### config.mk
export PLATFORM = sky130hd
export DESIGN_NAME = rcpm_top
export DESIGN_NICKNAME = d
export VERILOG_FILES = /design/src/rcpm_top.v
export VERILOG_INCLUDE_DIRS = /design/src
export SDC_FILE = /design/constraint.sdc
export NUM_CORES = 1
export LEC_CHECK = 0
export ABC_AREA = 1
export ABC_CLOCK_PERIOD_IN_PS = 1900
export BUFFER_PORTS_ARGS = -buffer_cell sky130_fd_sc_hd__buf_2
export CORE_ASPECT_RATIO = 0.5
export CORE_UTILIZATION = 48
export DETAILED_ROUTE_END_ITERATION = 10
export PLACE_DENSITY_LB_ADDON = 0.25
export SYNTH_ARGS = -nofsm -noshare
export SYNTH_HDL_FRONTEND = slang
export SYNTH_SLANG_ARGS = --single-unit
export TNS_END_PERCENT = 1
### constraint.sdc
create_clock -name I_SYS_CLK -period 1.9 [get_ports I_SYS_CLK]
set_clock_uncertainty 0.2 [all_clocks]
set_input_delay 0.19 -clock I_SYS_CLK [delete_from_list [all_inputs] [get_ports I_SYS_CLK]]
set_output_delay 0.19 -clock I_SYS_CLK [all_outputs]
set_load 0.01 [all_outputs]
### src/rcpm_defines.vh
// Constants for the reset configuration and low-power mode block.
`ifndef RCPM_DEFINES_VH
`define RCPM_DEFINES_VH
`define RCPM_ADDR_W        4
`define RCPM_OFF_LPCTRL    4'h0
`define RCPM_OFF_PERIPH    4'h1
`define RCPM_OFF_CFG       4'h2
`define RCPM_OFF_STATUS    4'h3
`define RCPM_LPM_RUN       2'h0
`define RCPM_LPM_WAIT      2'h1
`define RCPM_LPM_DOZE      2'h2
`define RCPM_LPM_STOP      2'h3
`define RCPM_OPMODE_MASTER 3'h7
`define RCPM_BOOT_32       2'h0
`define RCPM_BOOT_16       2'h1
`define RCPM_BOOT_8        2'h2
`define RCPM_LPCTRL_LPM_LSB 0
`define RCPM_LPCTRL_CKO_BIT 2
`define RCPM_PERIPH_W      8
`define RCPM_CFG_DEF       16'h0000
`endif

### src/rcpm_top.v
// Reset configuration capture and low-power mode control.
//
// The address-and-strobe port and the address map were decided locally.
`timescale 1ns/1ns
`default_nettype none
`include "rcpm_defines.vh"
// Operation
// - Configuration enable is active low; high disables strap sampling except clock mode and debug select.
// - Operating-mode straps 111 select master; other patterns reserved.
// - Boot straps 00/11 32-bit, 10 8-bit, 01 16-bit.
// - Drive strap 1 gives full drive, 0 partial.
// - Clock mode 00 no loop, 01 1:1, 10 external ref, 11 crystal.
// - Two straps pick address lines or one to three extra chip selects.
// - Debug select 0 routes to background debug, 1 to boundary scan.
// - Without straps, partial drive and 16-bit boot.
// - Stop instruction enters the mode held in the low-power field.
// - Low-power field goes out to system and clock control.
// - Deepest stop halts all clocks, system clock parked low.
// - Breakpoint, debug request or interrupt wakes back to run.
// - Wait gates only core and memory clocks.
// - Doze stops core like wait, with its own field code.
// - Doze peripherals may wake; halted ones restart on exit.
// - Peripherals keep state across stop and resume.
// - Disabled peripherals stop clocks and stay off in every mode.
// - Software can shut down the bus clock output independently.
module rcpm_top (
  input  wire                        I_SYS_CLK,
  input  wire                        I_RST_N,
  input  wire [`RCPM_ADDR_W-1:0]     I_ADDR,
  input  wire [31:0]                 I_WDATA,
  input  wire                        I_WR,
  input  wire                        I_RD,
  input  wire                        I_CFG_STRAP_ENABLE_N,
  input  wire [2:0]                  I_OPMODE_STRAP,
  input  wire [1:0]                  I_BOOT_STRAP,
  input  wire                        I_DRIVE_STRAP,
  input  wire                        I_CLOCK_MODE_SEL_HI,
  input  wire                        I_CLOCK_MODE_SEL_LO,
  input  wire [1:0]                  I_CS_STRAP,
  input  wire                        I_DEBUG_SEL,
  input  wire                        I_STOP_INSN,
  input  wire                        I_BREAKPOINT_REQUEST_N,
  input  wire                        I_DEBUG_REQ,
  input  wire                        I_IRQ_VALID,
  output reg  [31:0]                 O_RDATA,
  output reg                         O_MASTER_MODE,
  output reg                         O_OPMODE_RESERVED,
  output reg  [1:0]                  O_BOOT_SIZE,
  output reg                         O_FULL_DRIVE,
  output reg  [1:0]                  O_CLOCK_MODE,
  output reg  [2:0]                  O_CS_ENABLE,
  output reg                         O_JTAG_SEL,
  output reg  [1:0]                  O_LOW_POWER_MODE_FIELD,
  output reg                         O_CORE_CLK_EN,
  output reg                         O_MEM_CLK_EN,
  output reg                         O_SYS_CLK_EN,
  output reg                         O_BUS_CLOCK_OUTPUT_EN,
  output reg  [`RCPM_PERIPH_W-1:0]   O_PERIPH_CLK_EN,
  output reg                         O_LOW_POWER_ACTIVE
);

  localparam ST_RUN  = 1'b0;
  localparam ST_IDLE = 1'b1;

  reg                       rst_seen_q;
  reg                       cfg_done_q;
  reg  [1:0]                lpm_q;
  reg                       cko_off_q;
  reg  [`RCPM_PERIPH_W-1:0] periph_dis_q;
  reg                       state_q;
  reg                       state_d;
  reg  [1:0]                boot_d;
  reg  [2:0]                cs_d;
  wire                      wake;
  wire                      in_stop;

  // Boot size code from the two boot straps.
  function [1:0] dec_boot;
    input [1:0] s;
    begin
      case (s)
        2'h2:    dec_boot = `RCPM_BOOT_8;
        2'h1:    dec_boot = `RCPM_BOOT_16;
        default: dec_boot = `RCPM_BOOT_32;
      endcase
    end
  endfunction

  assign wake    = ~I_BREAKPOINT_REQUEST_N | I_DEBUG_REQ | I_IRQ_VALID;
  assign in_stop = (state_q == ST_IDLE) && (lpm_q == `RCPM_LPM_STOP);

  always @* begin
    boot_d = dec_boot(I_BOOT_STRAP);
    case (I_CS_STRAP)
      2'h1:    cs_d = 3'h4;
      2'h2:    cs_d = 3'h6;
      2'h3:    cs_d = 3'h7;
      default: cs_d = 3'h0;
    endcase
  end

  always @* begin
    state_d = state_q;
    case (state_q)
      ST_RUN: begin
        if (I_STOP_INSN && lpm_q != `RCPM_LPM_RUN && !wake) begin
          state_d = ST_IDLE;
        end
      end
      ST_IDLE: begin
        if (wake) begin
          state_d = ST_RUN;
        end
      end
      default: state_d = ST_RUN;
    endcase
  end

  // Straps are caught by a clocked process after reset release, never by the reset itself.
  always @(posedge I_SYS_CLK or negedge I_RST_N) begin
    if (!I_RST_N) begin
      rst_seen_q        <= 1'b0;
      cfg_done_q        <= 1'b0;
      O_MASTER_MODE     <= 1'b1;
      O_OPMODE_RESERVED <= 1'b0;
      O_BOOT_SIZE       <= `RCPM_BOOT_16;
      O_FULL_DRIVE      <= 1'b0;
      O_CLOCK_MODE      <= 2'h0;
      O_CS_ENABLE       <= 3'h0;
      O_JTAG_SEL        <= 1'b0;
    end else begin
      rst_seen_q <= 1'b1;
      if (!rst_seen_q) begin
        cfg_done_q   <= 1'b1;
        O_CLOCK_MODE <= {I_CLOCK_MODE_SEL_HI, I_CLOCK_MODE_SEL_LO};
        O_JTAG_SEL   <= I_DEBUG_SEL;
        if (!I_CFG_STRAP_ENABLE_N) begin
          O_MASTER_MODE     <= (I_OPMODE_STRAP == `RCPM_OPMODE_MASTER);
          O_OPMODE_RESERVED <= (I_OPMODE_STRAP != `RCPM_OPMODE_MASTER);
          O_BOOT_SIZE       <= boot_d;
          O_FULL_DRIVE      <= I_DRIVE_STRAP;
          O_CS_ENABLE       <= cs_d;
        end else begin
          O_MASTER_MODE     <= 1'b1;
          O_OPMODE_RESERVED <= 1'b0;
          O_BOOT_SIZE       <= `RCPM_BOOT_16;
          O_FULL_DRIVE      <= 1'b0;
          O_CS_ENABLE       <= 3'h0;
        end
      end
    end
  end

  // Software registers and the low-power sequencer.
  always @(posedge I_SYS_CLK or negedge I_RST_N) begin
    if (!I_RST_N) begin
      lpm_q        <= `RCPM_LPM_RUN;
      cko_off_q    <= 1'b0;
      periph_dis_q <= {`RCPM_PERIPH_W{1'b0}};
      state_q      <= ST_RUN;
      O_RDATA      <= 32'h0000_0000;
    end else begin
      state_q <= state_d;
      if (I_WR && I_ADDR == `RCPM_OFF_LPCTRL) begin
        lpm_q     <= I_WDATA[`RCPM_LPCTRL_LPM_LSB +: 2];
        cko_off_q <= I_WDATA[`RCPM_LPCTRL_CKO_BIT];
      end
      if (I_WR && I_ADDR == `RCPM_OFF_PERIPH) begin
        periph_dis_q <= I_WDATA[`RCPM_PERIPH_W-1:0];
      end
      O_RDATA <= 32'h0000_0000;
      if (I_RD) begin
        case (I_ADDR)
          `RCPM_OFF_LPCTRL: O_RDATA <= {29'h0, cko_off_q, lpm_q};
          `RCPM_OFF_PERIPH: O_RDATA <= {24'h0, periph_dis_q};
          `RCPM_OFF_CFG:    O_RDATA <= {16'h0, O_JTAG_SEL, O_CS_ENABLE, O_CLOCK_MODE,
                                        O_FULL_DRIVE, O_BOOT_SIZE, O_OPMODE_RESERVED,
                                        O_MASTER_MODE, 5'h0};
          `RCPM_OFF_STATUS: O_RDATA <= {28'h0, cfg_done_q, lpm_q, state_q};
          default:          O_RDATA <= 32'h0000_0000;
        endcase
      end
    end
  end

  // Clock gates are registered from next state so they change with the mode itself.
  always @(posedge I_SYS_CLK or negedge I_RST_N) begin
    if (!I_RST_N) begin
      O_LOW_POWER_MODE_FIELD <= `RCPM_LPM_RUN;
      O_CORE_CLK_EN          <= 1'b1;
      O_MEM_CLK_EN           <= 1'b1;
      O_SYS_CLK_EN           <= 1'b1;
      O_BUS_CLOCK_OUTPUT_EN  <= 1'b1;
      O_PERIPH_CLK_EN        <= {`RCPM_PERIPH_W{1'b1}};
      O_LOW_POWER_ACTIVE     <= 1'b0;
    end else begin
      // field to clock control; doze seen by peripherals
      O_LOW_POWER_MODE_FIELD <= (state_d == ST_IDLE) ? lpm_q : `RCPM_LPM_RUN;
      O_LOW_POWER_ACTIVE     <= (state_d == ST_IDLE);
      // wait gates core and memory only
      O_CORE_CLK_EN          <= (state_d == ST_RUN);
      O_MEM_CLK_EN           <= (state_d == ST_RUN);
      O_SYS_CLK_EN           <= !(state_d == ST_IDLE && lpm_q == `RCPM_LPM_STOP);
      O_BUS_CLOCK_OUTPUT_EN  <= !cko_off_q && !(state_d == ST_IDLE && lpm_q == `RCPM_LPM_STOP);
      // stop only gates clocks so peripheral state is kept
      O_PERIPH_CLK_EN        <= ~periph_dis_q &
                                {`RCPM_PERIPH_W{!(state_d == ST_IDLE && lpm_q == `RCPM_LPM_STOP)}};
    end
  end

endmodule
`default_nettype wire

==> impl_metrics.ini <==
[floorplanning]
io_pins = 114
die_h_um = 50.0
core_um2 = 4400
start_util_pct = 50.3
fp.dieW_um = 98.0
dieArea_um2 = 4900
placementRows = 17

[synth]
synth_largest_area_cell = dfrtp_1
seq_area_frac_synth_pct = 61.8
ys.flop_type = dfrtp_1
synth_edf_count = 0
postSynthCellCount = 225
synthTopCellsByArea = dfrtp_1 46%, dfstp_2 15%, inv_1 6.6%
synth_cell_types = 23
syn_area_um2 = 2210
ys_warn_count = 0
syn_area_per_cell_um2 = 9.84
yosysTopAreaCellShare_pct = 46.4
async_flop_share_pct = 100
synth-seq-cells = 54

[clock_network]
htree_levels = 2
numCtsBuffers = 5
clk_pin_slew_ns = 0.10
clk_path_buf_depth = 2
clock-root-buffer = clkbuf_8
cts_tree = done
clock_latency_ns = 0.30
clock-sinks = 54

[pwr]
power.total_mw = 2.55
leakagePower_nw = 1.62
pwr_density_cell_nw_per_um2 = 868
irDropWorstVdd_mv = 0.377

[status]
status = finished, violations left
violations = DRC

[setup_path]
end_kind = flop
critPathMaxFanout = 4
cpPeakStageDelay_ns = 0.59
path_buf_inv = 3
crit_type = in -> reg
cp_slowest_cell = dlygate4sd3_1
cp_data_required_time_ns = 1.92
r2r_slack_ns = 0.17
start_kind = primary input
arrival_ns = 1.79
path_cells = dlygate4sd3_1 -> buf_2 -> nor3b_2 -> nand2_1 -> dlygate4sd3_1
cp_top_family = buffers and inverters
cp_common_cell = dlygate4sd3_1

[sta]
slew_violations = 0
period_minus_slack_ns = 1.76
fin_tns_setup_ns = 0
max_freq_mhz = 567
rsz0062_at_grt = false
finalHoldViolCount = 0
setup_violations = 0
post-route-period-util_pct = 92.9

[route]
firstDrtPassIters = 7
drtAntennaViolNets = 0
viasPerCell = 4.51
num_vias = 1730
drt_iter0_markers = 71
wl_per_cell_um = 11.5
wirelength_um = 4410
drc = 4

[layout]
diodes = 0
utilization_pct = 66.8
drive_gt1_share_pct = 32.1
nets = 382
area_growth_pct = 32.9

[min_path]
hp-class = in -> reg

[grt]
grt_pass1_wl_um = 6900
grt_max_degree = 36
antenna_found_initial = 0
overflow = 0
grt_pass1_vias = 1519
grtUsageTotal_pct = 18.8

[placed_design]
dp_hpwl_um = 3020
gp_congestion = 0.861
io_buffers = 73

[job]
drv_cap = 0
-- metal layers --
| metal | GRT usage [%] | vias up | share of wire, % |
|---|---|---|---|
| met1 | 24.3 | 805 | 45 |
| met5 | 0 | - | 0 |
| li1 | - | 865 | - |
| met3 | 4.82 | 2 | 5.3 |
| met2 | 31.3 | 58 | 49 |
| met4 | 6.06 | 0 | 0.43 |
-- worst paths after layout --
path                                       from                 end  cells past startpoint
max in group asynchronous               I_RST_N        O_MEM_CLK_EN                      3
setup reg to reg                     rst_seen_q      O_BOOT_SIZE[0]                      4
setup / recovery                    I_DEBUG_REQ        O_MEM_CLK_EN                      5
min in group asynchronous               I_RST_N          O_RDATA[4]                      2
hold / removal             I_CFG_STRAP_ENABLE_N        O_FULL_DRIVE                      4
hold reg to reg                 periph_dis_q[4]  O_PERIPH_CLK_EN[4]                      3
-- synth_stat cells (all sizes together) (2+ instances only) --
master	n
nand3	22
nor2	18
o21a	2
a21oi	7
dfrtp	41
dfstp	13
buf	20
conb	2
nand4	4
o21ai	19
inv	40
nand2	33
-- area by class of cell --
cell class | count | area [um2]
Timing Repair Buffer | 100 | 641
Clock buffer | 6 | 72.6
Fill cell | 378 | 1460
Sequential cell | 54 | 1370
Inverter | 40 | 150
Tap cell | 57 | 71.3
Multi-Input combinational cell | 125 | 602
Clock inverter | 2 | 37.5
-- cell families after synthesis --
kind of cell / share of synthesized area (%)
AND/OR/NAND/NOR: 17.4
buffers and inverters: 13.9
flip-flops: 61.8
AO/OA/AOI/OAI: 6.56
other: 0.339
-- cell usage in the layout, fill, tap and decap left out, drive strengths merged, types with 13 or more instances in the layout --
cell,instances
dfstp,13
dlygate4sd3,24
dfrtp,41
inv,40
nand2,33
o21ai,19
buf,76
nor2,18
nand3,22
conb,17
-- flip-flops by register name (all words and copies together), names as in the netlist, 2 cells and up --
| name | count |
|---|---|
| O_BOOT_SIZE | 2 |
| O_CLOCK_MODE | 2 |
| O_CS_ENABLE | 3 |
| O_LOW_POWER_MODE_FIELD | 2 |
| O_PERIPH_CLK_EN | 8 |
| O_RDATA | 16 |
| lpm_q | 2 |
| periph_dis_q | 8 |
-- per-stage QoR --
step / setup WS [ns] / std cells / hold slack, ns / area (um2)
after floorplan: 0.693 / 240 / -0.306 / 2270
after global placement: 0.531 / 352 / -0.0388 / 2580
after detailed placement: 0.493 / 352 / -0.0295 / 2580
after CTS: 0.0817 / 384 / 0.0139 / 2930
after global routing: 0.0653 / 384 / 0.0134 / 2940
final: 0.135 / 384 / 0.00222 / 2940
-- tightest hold or removal path, cell delays in order --
cell and delay, ns:
buf_2 0.09, nor2_2 0.07, nand2_1 0.06, o21ai_0 0.06
-- where the power goes --
part           switching (mW)  internal, mW  total [mW]  leakage (nW)
Combinational           0.244         0.173       0.417         0.904
Clock                   0.367         0.394       0.761        0.0514
Sequential             0.0642          1.31        1.38         0.661
-- repair_timing --
action / CTS / global route
hold endpoints to repair: 45 / 0
hold buffers: 24 / 0
endpoints found under the setup margin: 0 / 3
resized for setup: 0 / 2
setup buffers: 0 / 0
(Power assumes the default switching activity.)
